`src/sap_map.svh`:
```
// constants and bit positions for the converter host port
// Function
// - standby input high holds standby power state
// - nap input high holds reduced-power nap state
// - select and read low drive output register
// - offset write needs select low with write
// - offset captured at write strobe falling edge
// - start falling edge drives busy low throughout
// - first mode raises busy after result latched
// - second mode raises busy before result latched
// - second mode latches result at next start
// - twelve data lines, line eleven is msb
// - data drivers governed by select, read, write
// - start falling edge holds sample, begins conversion
// - low reset aborts conversion, clears offset register
// - thirteenth output line carries overrange bit
// - saturate enable clips overrange results to ones, clearing overrange only for sums up to 8191; negative sums clip to zero always
`ifndef SAP_MAP_SVH
`define SAP_MAP_SVH
`define SAP_DATA_W        12
`define SAP_RAW_W         13
`define SAP_FIFO_DEPTH    4
`define SAP_CLK_PERIOD_NS 25
`define SAP_CONV_TIME_NS  300
`define SAP_CONV_CYCLES   ((`SAP_CONV_TIME_NS) / (`SAP_CLK_PERIOD_NS))
`define SAP_OFFSET_RST    12'h000
`define SAP_RESULT_RST    13'h0000
`define SAP_FULL_SCALE    12'hfff
`define SAP_PIN_W         21
`define SAP_PIN_RST       21'h1e_0000
`define SAP_PIN_TRIG      20
`define SAP_PIN_CS        19
`define SAP_PIN_RD        18
`define SAP_PIN_RSTN      17
`define SAP_PIN_WR        16
`define SAP_PIN_DEEP_SLEEP_REQUEST      15
`define SAP_PIN_NAP       14
`define SAP_PIN_MODE_HI   13
`define SAP_PIN_SAT       12
`endif

```
`src/sap_pkg.sv`:
```
// types shared by the converter host port
package sap_pkg;
  typedef struct packed {
    logic        ovr;
    logic [11:0] code;
  } sap_word_t;
  typedef enum logic [1:0] {
    SAP_PWR_NORMAL,
    SAP_PWR_NAP,
    SAP_PWR_STANDBY
  } sap_pwr_t;
endpackage : sap_pkg

```
`src/sap_port.sv`:
```
// converter host port: pin filters, conversion timing, result fifo
`include "sap_map.svh"

module sap_fifo
  import sap_pkg::*;
#(
  parameter int WIDTH = 13,
  parameter int DEPTH = `SAP_FIFO_DEPTH
) (
  // clock and reset
  input  wire logic             core_clk_i,
  input  wire logic             sys_rst_i,
  input  wire logic             flush_i,
  // fill side
  input  wire logic             in_valid_i,
  output logic                  in_ready_o,
  input  wire logic [WIDTH-1:0] in_data_i,
  // drain side
  output logic                  out_valid_o,
  input  wire logic             out_ready_i,
  output logic      [WIDTH-1:0] out_data_o
);
  localparam int AW = (DEPTH > 1) ? $clog2(DEPTH) : 1;
  initial begin
    if (DEPTH < 2 || (DEPTH & (DEPTH - 1)) != 0)
      $error("sap_fifo depth must be a power of two");
  end
  logic [WIDTH-1:0] mem_q [DEPTH];
  logic [AW:0]      wr_q;
  logic [AW:0]      rd_q;
  logic             push;
  logic             pop;
  assign in_ready_o  = (wr_q - rd_q) != (AW + 1)'(DEPTH);
  assign out_valid_o = wr_q != rd_q;
  assign out_data_o  = mem_q[rd_q[AW-1:0]];
  assign push        = in_valid_i & in_ready_o;
  assign pop         = out_valid_o & out_ready_i;
  always_ff @(posedge core_clk_i) begin
    if (push) begin
      mem_q[wr_q[AW-1:0]] <= in_data_i;
    end
  end
  always_ff @(posedge core_clk_i or posedge sys_rst_i) begin
    if (sys_rst_i) begin
      wr_q <= '0;
      rd_q <= '0;
    end else if (flush_i) begin
      wr_q <= '0;
      rd_q <= '0;
    end else begin
      if (push) wr_q <= wr_q + 1'b1;
      if (pop)  rd_q <= rd_q + 1'b1;
    end
  end
endmodule : sap_fifo

module sap_port
  import sap_pkg::*;
#(
  parameter int CONV_CYCLES = `SAP_CONV_CYCLES
) (
  // clock and reset
  input  wire logic        core_clk_i,
  input  wire logic        sys_rst_i,
  // host control pins
  input  wire logic        sample_trigger_n_i,
  input  wire logic        reset_pin_n_i,
  input  wire logic        chip_select_n_i,
  input  wire logic        read_strobe_n_i,
  input  wire logic        write_strobe_i,
  input  wire logic        deep_sleep_request_i,
  input  wire logic        nap_request_i,
  input  wire logic        timing_select_low_i,
  input  wire logic        timing_select_high_i,
  input  wire logic        saturate_enable_i,
  // data lines, split three ways
  input  wire logic [11:0] data_lines_i,
  output logic      [11:0] data_lines_o,
  output logic             data_lines_oe_o,
  output logic             overrange_bit_o,
  output logic             overrange_bit_oe_o,
  // status
  output logic             busy_o,
  // analog core side
  input  wire logic [12:0] raw_code_i,
  output logic             hold_o,
  output sap_pwr_t         power_state_o
);
  initial begin
    if (CONV_CYCLES < 1) $error("sap_port conversion cycles below one");
  end

  typedef enum logic [1:0] {S_IDLE, S_CONV, S_PUSH, S_LATCH} sap_state_t;

  // three-stage pin filter; a level counts once stages two and three agree
  logic [`SAP_PIN_W-1:0] pin_raw;
  logic [`SAP_PIN_W-1:0] s1_q, s2_q, s3_q, pin_q;
  assign pin_raw = {sample_trigger_n_i, chip_select_n_i, read_strobe_n_i,
                    reset_pin_n_i, write_strobe_i, deep_sleep_request_i,
                    nap_request_i, timing_select_high_i, saturate_enable_i,
                    data_lines_i};
  // reset image equals the idle pins, so no false edge follows reset
  localparam logic [`SAP_PIN_W-1:0] PIN_RST = `SAP_PIN_RST;
  for (genvar i = 0; i < `SAP_PIN_W; i++) begin : g_pin
    always_ff @(posedge core_clk_i or posedge sys_rst_i) begin
      if (sys_rst_i) begin
        s1_q[i]  <= PIN_RST[i];
        s2_q[i]  <= PIN_RST[i];
        s3_q[i]  <= PIN_RST[i];
        pin_q[i] <= PIN_RST[i];
      end else begin
        s1_q[i] <= pin_raw[i];
        s2_q[i] <= s1_q[i];
        s3_q[i] <= s2_q[i];
        if (s2_q[i] == s3_q[i]) pin_q[i] <= s3_q[i];
      end
    end
  end

  logic trig_n, cs_n, rd_n, rst_n, wr, deep_sleep_request, nap, timing_select_high, sat;
  assign trig_n = pin_q[`SAP_PIN_TRIG];
  assign cs_n   = pin_q[`SAP_PIN_CS];
  assign rd_n   = pin_q[`SAP_PIN_RD];
  assign rst_n  = pin_q[`SAP_PIN_RSTN];
  assign wr     = pin_q[`SAP_PIN_WR];
  assign deep_sleep_request   = pin_q[`SAP_PIN_DEEP_SLEEP_REQUEST];
  assign nap    = pin_q[`SAP_PIN_NAP];
  assign timing_select_high  = pin_q[`SAP_PIN_MODE_HI];
  assign sat    = pin_q[`SAP_PIN_SAT];

  // edge history of filtered strobes
  logic trig_n_q, wr_q;
  always_ff @(posedge core_clk_i or posedge sys_rst_i) begin
    if (sys_rst_i) begin
      trig_n_q <= 1'b1;
      wr_q     <= 1'b0;
    end else begin
      trig_n_q <= trig_n;
      wr_q     <= wr;
    end
  end
  logic trig_fall, wr_fall;
  assign trig_fall = trig_n_q & ~trig_n & rst_n;
  assign wr_fall   = wr_q & ~wr & rst_n;

  // power state; standby outranks nap
  sap_pwr_t pwr_q;
  always_ff @(posedge core_clk_i or posedge sys_rst_i) begin
    if (sys_rst_i)  pwr_q <= SAP_PWR_NORMAL;
    else if (deep_sleep_request)  pwr_q <= SAP_PWR_STANDBY;
    else if (nap)   pwr_q <= SAP_PWR_NAP;
    else            pwr_q <= SAP_PWR_NORMAL;
  end
  assign power_state_o = pwr_q;

  // offset register: word is the one the host held while write was high
  logic [11:0] wr_data_q;
  logic [11:0] offset_q;
  always_ff @(posedge core_clk_i or posedge sys_rst_i) begin
    if (sys_rst_i) begin
      wr_data_q <= `SAP_OFFSET_RST;
      offset_q  <= `SAP_OFFSET_RST;
    end else begin
      if (wr) wr_data_q <= pin_q[11:0];
      if (!rst_n) offset_q <= `SAP_OFFSET_RST;
      else if (wr_fall && !cs_n) offset_q <= wr_data_q;
    end
  end

  // offset is two's complement; clipping folds overrange away unless the sum passes 8191
  sap_word_t   result;
  logic [12:0] held_q;
  logic signed [14:0] sum;
  always_comb begin
    sum    = $signed({2'b00, held_q}) + $signed({{3{offset_q[11]}}, offset_q});
    result = sap_word_t'(sum[12:0]);
    if (sum < 0) result = `SAP_RESULT_RST;
    else if (sum > 15'sd8191) result = {1'b1, `SAP_FULL_SCALE};
    else if (sat && sum[12]) result = {1'b0, `SAP_FULL_SCALE};
  end

  // conversion sequencer
  sap_state_t  state_q;
  logic [$clog2(CONV_CYCLES+1)-1:0] cnt_q;
  logic        fifo_in_ready, fifo_out_valid, fifo_pop;
  sap_word_t   fifo_out;
  logic        start;
  assign start = trig_fall && state_q == S_IDLE && pwr_q == SAP_PWR_NORMAL;

  always_ff @(posedge core_clk_i or posedge sys_rst_i) begin
    if (sys_rst_i) begin
      state_q <= S_IDLE;
      cnt_q   <= '0;
      held_q  <= '0;
    end else if (!rst_n || pwr_q == SAP_PWR_STANDBY) begin
      state_q <= S_IDLE;
      cnt_q   <= '0;
    end else begin
      case (state_q)
        S_IDLE: begin
          if (start) begin
            held_q  <= raw_code_i;
            cnt_q   <= '0;
            state_q <= S_CONV;
          end
        end
        S_CONV: begin
          cnt_q <= cnt_q + 1'b1;
          if (cnt_q == ($bits(cnt_q))'(CONV_CYCLES - 1)) state_q <= S_PUSH;
        end
        S_PUSH: begin
          // a full fifo stalls completion; busy stays low meanwhile
          if (fifo_in_ready) state_q <= timing_select_high ? S_IDLE : S_LATCH;
        end
        S_LATCH: begin
          if (!fifo_out_valid) state_q <= S_IDLE;
        end
        default: state_q <= S_IDLE;
      endcase
    end
  end
  assign busy_o = state_q == S_IDLE;
  assign hold_o = state_q == S_CONV;

  // first mode drains at once, second waits for the next start edge
  assign fifo_pop = fifo_out_valid && rst_n &&
                    (timing_select_high ? trig_fall : 1'b1);

  sap_fifo #(
    .WIDTH ($bits(sap_word_t)),
    .DEPTH (`SAP_FIFO_DEPTH)
  ) u_fifo (
    .core_clk_i  (core_clk_i),
    .sys_rst_i   (sys_rst_i),
    .flush_i     (!rst_n),
    .in_valid_i  (state_q == S_PUSH),
    .in_ready_o  (fifo_in_ready),
    .in_data_i   (result),
    .out_valid_o (fifo_out_valid),
    .out_ready_i (fifo_pop),
    .out_data_o  (fifo_out)
  );

  // output register and drivers
  sap_word_t out_q;
  logic      oe_q;
  always_ff @(posedge core_clk_i or posedge sys_rst_i) begin
    if (sys_rst_i) begin
      out_q <= `SAP_RESULT_RST;
      oe_q  <= 1'b0;
    end else begin
      if (fifo_pop) out_q <= fifo_out;
      oe_q <= !cs_n && !rd_n && !wr;
    end
  end
  assign data_lines_o       = out_q.code;
  assign data_lines_oe_o    = oe_q;
  assign overrange_bit_o    = out_q.ovr;
  assign overrange_bit_oe_o = oe_q;

  // checker helper: counts the hold window on its own, apart from cnt_q
  logic [$bits(cnt_q):0] hold_len_q;
  always_ff @(posedge core_clk_i or posedge sys_rst_i) begin
    if (sys_rst_i)   hold_len_q <= '0;
    else if (hold_o) hold_len_q <= hold_len_q + 1'b1;
    else             hold_len_q <= '0;
  end
endmodule : sap_port

```
`config.mk`:
```
export PLATFORM = sky130hd
export DESIGN_NAME = sap_port
export DESIGN_NICKNAME = d
export VERILOG_FILES = /design/src/sap_pkg.sv /design/src/sap_port.sv
export VERILOG_INCLUDE_DIRS = /design/src
export SDC_FILE = /design/constraint.sdc
export NUM_CORES = 1
export LEC_CHECK = 0
export BUFFER_PORTS_ARGS = -buffer_cell sky130_fd_sc_hd__buf_2
export CORE_ASPECT_RATIO = 1.25
export CORE_MARGIN = 4
export CORE_UTILIZATION = 30
export CTS_CLUSTER_SIZE = 28
export DETAILED_ROUTE_END_ITERATION = 10
export GPL_TIMING_DRIVEN = 0
export PLACE_DENSITY_LB_ADDON = 0.2
export REMOVE_ABC_BUFFERS = 1
export SYNTH_ARGS = -nofsm -noshare
export SYNTH_HDL_FRONTEND = slang
export SYNTH_SLANG_ARGS = --single-unit
export TNS_END_PERCENT = 100
```
`constraint.sdc`:
```
create_clock -name core_clk_i -period 5.4 [get_ports core_clk_i]
set_input_delay 1.08 -clock core_clk_i [delete_from_list [all_inputs] [get_ports core_clk_i]]
set_output_delay 1.08 -clock core_clk_i [all_outputs]
set_load 0.03 [all_outputs]
```
-- Word-level counts from Yosys, hierarchy flattened
Memories as Yosys holds them, arrays and structs flattened. A register that Yosys moved wholly into a read port is not among the register bits.
Index checks and enable logic that the tools add are counted.
- shift operators: 0
- multipliers: 0
- reductions and logical operators: 19
- equal/unequal tests: 35
- div/mod/pow operators: 0
- bitwise logic cells: 9
- $add $sub $neg: 5
- $lt $le $gt $ge: 2
- mux-type cells: 24
- operators with widths (kind ; number):
    two-way mux 13 bit ; 3
    two-way mux 12 bit ; 2
    equality test 1 bit ; 21
    adder 14 x 12 -> 15 bit ; 1
    > comparator 15 x 14 -> 1 bit (second input constant) ; 1
    < comparator 15 x 1 -> 1 bit (second input constant) ; 1
    two-way mux 2 bit ; 7
    two-way mux 3 bit ; 4
    inequality test 3 bit (second input constant) ; 3
    logical AND 1 bit ; 8
    two-way mux 4 bit ; 2
    one-hot mux 2 bit (4 select lines) ; 1
    one-hot mux 4 bit (2 select lines) ; 1
    adder 3 x 1 -> 3 bit (second input constant) ; 2
    bitwise AND 1 bit ; 6
    equality test 2 bit (second input constant) ; 3
    inequality test 2 x 1 -> 1 bit (second input constant) ; 3
    inequality test 3 x 1 -> 1 bit (second input constant) ; 2
    adder 4 x 1 -> 4 bit (second input constant) ; 1
    equality test 4 bit (second input constant) ; 1
    zero test 1 bit ; 4
    zero test 2 bit ; 2
    two-way mux 1 bit ; 4
    AND reduction 4 bit ; 1
    8 further kinds ; 10
- bits in read-only memories: 0
- latch bits: 0
- memories kept: 1
- bits in registers: 138
- output and inout bits: 19
- input port bits: 37
- bits in writable memories: 52
- logic and storage cells: 190
- memory list (name ; words ; bits a word ; rd ports ; clocked after memory_dff ; wr ports ; line ; source):
    u_fifo.mem_q ; 4 ; 13 ; 1 ; 1 ; 1 ; sap_port.sv:28 ; logic [WIDTH-1:0] mem_q [DEPTH];

-- Logic depth before layout (Yosys ltp)
- depth after elaboration: 8
- depth in mapped cells: 10
- depth with buffers taken out: 9

-- Hierarchy
From an unflattened synthesis, not the netlist that was laid out.
- cell total of the unflattened synthesis: 517
- area total of the unflattened synthesis: 7817.5 um^2
- modules (own cells, without submodules) (module ; cells an instance ; instances ; area each (um^2) ; sequential area each (um^2)):
    sap_port ; 400 ; 1 ; 5467.7 ; 3649.8
    sap_fifo ; 117 ; 1 ; 2349.8 ; 1711.6

-- Worst setup path after synthesis
Ideal clock, no wire load.
- kind: register -> register
- from: register offset_q[0]
- to: memory u_fifo.mem_q[0][10], data pin
- stages on the path, launching flop included: 11
- setup time: 0.192 ns
- required time: 5.208 ns
- path buffers: 1
- arrival time: 2.310 ns
- clock period less this slack: 2.503 ns
- path slack: 2.897 ns
- path through: dfrtp_1 -> ha_1 -> inv_1 -> fa_1 -> nand2b_1 -> a21oi_1 -> o21a_1 -> o2111a_1 -> o21ai_0 -> buf_2 -> a22oi_1
- RTL lines (element ; line ; source):
    start, declared ; sap_port.sv:158 ; logic [11:0] offset_q;
    start signal, assigned ; sap_port.sv:162 ; offset_q <= `SAP_OFFSET_RST;
    start signal, assigned ; sap_port.sv:165 ; if (!rst_n) offset_q <= `SAP_OFFSET_RST;
    start signal, assigned ; sap_port.sv:166 ; else if (wr_fall && !cs_n) offset_q <= wr_data_q;
    end, declared ; sap_port.sv:28 ;

==> out/metrics.cfg <==
[run_status]
status=finished clean

[timing]
fin_setup_tns_ps=0
setup_viol_count_final=0
final_hold_viol_count=0
rsz0062_at_grt=no
relSlewSlack=0.347
worst_pin_slew_ps=979
fmax_ghz=0.312
finalClockSkew_ps=10.1
fin_crit_ps=3210
maxSlewViolCount=0
min_period_over_period=0.594
hold_ws_ps=345

[cts]
cts_root_buffer=clkbuf_16
cts_tree=built
clk_pin_slew_ps=60
clk_latency_ps=480
clockBufferDepth=3
htreeDepth=1
hold_buffers=0
cts_resized=0
post_cts_buffers=0
cts_sinks=203
cts_inserted_buffers=21

[power_and_ir_drop]
pwr-share-comb=0.222
power_density_nw_per_um2=474
p_leak_nw=3.78
net-switching-power_w=0.00125
seqPwrFrac=0.462
intPower_w=0.00310
power_w=0.00435
ir_drop_uv=195
clockPowerShare=0.316
p_sw_frac=0.288

[finish]
nNetsFinal=632
seq_area_sq_um=5360
nFillCells=2519
drive_gt1_frac=0.271
final_util=0.354
areaGrowthSynthToFinish_pct=16.7
multi_input_area_sq_um=2370
diodes=0

[synthesis]
synthXorXnorAreaFrac=0.0178
yosysSeqAreaShare=0.681
synth-simple-area-share=0.0518
avgSynthCellArea_sq_um=15.4
ys.flop_type=dfrtp_1
synth_compound_area_frac=0.0746
yosys-mux-area-fraction=0.0928
yosysTopAreaCellShare=0.426
ys_warn_count=0
yosysTopAreaCell=dfrtp_1
yosysMostFrequentCell=dfrtp_1
ys_async_sr_fraction=0.744
synth_edf_count=52
synth_cell_types=52
yosys-top-cells-area=dfrtp_1, edfxtp_1, dfstp_2, mux2_2, mux4_2
netlist_instances=510
synth_fa_ha_area_frac=0.0642
netlist_area_sq_um=7870
synth_top_family_by_area=multiplexers
synth_common_cells=dfrtp_1, edfxtp_1, mux2_2
synth_seq_cells=203

[grt]
gr-total-overflow=0
grt_max_degree=98
grt_pass1_wl_microns=22600
grt_pass1_vias=4543
grt_antenna_before_repair=0
grtUsageTotal=0.0939

[run]
drv_cap=0

[floorplan]
dieArea_sq_um=28900
start_util=0.304
die_h_microns=189
die_x_microns=153
rows=66
core_sq_um=25900
io_pins=56

[route]
drtAntennaViolNets=0
wl_per_cell_microns=14.5
num_vias=4201
drt-initial-drc-count=219
vias_per_cell=4.54
wirelength_microns=13400
drc_errors=0
first_pass_iters=4

[critical_path]
end_kind=register
path_class=reg -> reg
critPathRequiredTime_ps=5530
startpoint_type=register
cp_max_fo=13
cp_data_arrival_time_ps=3330

[hold_path]
hold_path_class=reg -> reg

[placed_design]
gp_congestion=0.862
portBuffers=54
hpwl_microns=9140

==> worst paths after layout <==
check,startpoint,to,slack (ps),cells after the start
min reg2reg,s1_q[8]$_DFF_PP0_,s2_q[8]$_DFF_PP0_,350,0
max in group asynchronous,sys_rst_i,s3_q[12]$_DFF_PP0_,3900,3
min,s1_q[8]$_DFF_PP0_,s2_q[8]$_DFF_PP0_,350,0
max reg2reg,offset_q[0]$_DFFE_PP0P_,u_fifo.mem_q[1][3]$_DFFE_PP_,2200,9
max,offset_q[0]$_DFFE_PP0P_,u_fifo.mem_q[1][3]$_DFFE_PP_,2200,9
min in group asynchronous,sys_rst_i,s1_q[14]$_DFF_PP0_,660,2
==> critical path, cell delays in order (launching register included) <==
cell and delay (ps):
dfrtp_1 400, ha_1 240, inv_1 80, fa_1 190, nand2b_1 140, a21oi_1 160, o21a_1 250, o2111a_1 270
o21ai_1 750, a22oi_1 380
==> final cells by class <==
cell class                 count  area share
multi-input combinational    274       0.258
sequential                   203       0.584
clock buffer                  26      0.0604
tap                          340      0.0463
timing repair buffer          55      0.0324
inverter                      17     0.00749
clock inverter                11      0.0114
==> cells by family after synthesis <==
| kind of cell | count (synthesis) |
|---|---|
| AND/OR/NAND/NOR | 79 |
| buffers and inverters | 33 |
| XOR/XNOR | 16 |
| multiplexers | 52 |
| adder cells (fa/ha/maj) | 44 |
| AO/OA/AOI/OAI | 83 |
| flip-flops | 203 |
==> cell usage in the layout (no fill, tap or decap), types with 2 or more instances in the layout <==
cell type / netlist / routed
a211oi_1: 4 / 4
maj3_1: 21 / 21
nor2b_1: 6 / 6
a21oi_1: 14 / 14
dfstp_2: 17 / 17
and3_1: 5 / 5
dfrtp_1: 134 / 134
nand2b_1: 3 / 3
o21ai_1: 1 / 2
bufinv_16: 0 / 2
a21o_1: 7 / 7
clkbuf_16: 0 / 21
nand3_1: 7 / 7
mux2_2: 38 / 38
nor3b_1: 3 / 3
o21bai_1: 2 / 2
o22ai_1: 2 / 2
edfxtp_1: 52 / 52
o21ai_0: 10 / 9
buf_2: 2 / 54
ha_1: 22 / 22
xnor2_1: 8 / 8
clkbuf_1: 12 / 4
a31oi_1: 3 / 3
a22oi_1: 12 / 12
nor2_1: 20 / 20
and2_1: 7 / 7
inv_1: 17 / 16
nand2_1: 15 / 15
xor2_1: 8 / 8
nor3_1: 5 / 5
a22o_1: 12 / 12
o211ai_1: 7 / 7
clkinv_1: 0 / 2
mux4_2: 13 / 13
clkinv_2: 0 / 6
==> power by group through the flow <==
stage / logic (W) / registers, W / clock network [W]
3_5_place_dp: 0.000975 / 0.00205 / 0
4_1_cts: 0.000981 / 0.00202 / 0.00143
6_report: 0.000965 / 0.00201 / 0.00138
3_3_place_gp: 0.000943 / 0.00204 / 0
5_1_grt: 0.00108 / 0.00205 / 0.00150
2_1_floorplan: 0.000639 / 0.00210 / 0
==> metrics by stage <==
stage	setup WS, ps	area (sq um)	std cells
3_3_place_gp	-1330	8490	888
5_1_grt	2000	9180	926
4_1_cts	1790	9180	926
6_report	2200	9180	926
2_1_floorplan	283	7800	494
3_5_place_dp	1800	8520	889
==> state kept, by name, summed over array words and instances, names as in the netlist, 2 cells and up <==
signal and cells:
u_fifo.mem_q 52, cnt_q 4, held_q 13, power_state_o 2
s1_q 21, data_lines_o 12, offset_q 12, s3_q 21
wr_data_q 12, state_q 2, u_fifo.wr_q 3, s2_q 21
pin_q 12, u_fifo.rd_q 3
==> metal layers <==
metal,vias to the layer above,global-route usage,share of wire
met1,2080,0.117,0.43
met4,0,0.0360,0.029
met3,32,0.0194,0.044
met2,89,0.160,0.50
met5,-,0,0
li1,2000,-,-
No activity file was read; power rests on OpenSTA's default activity.
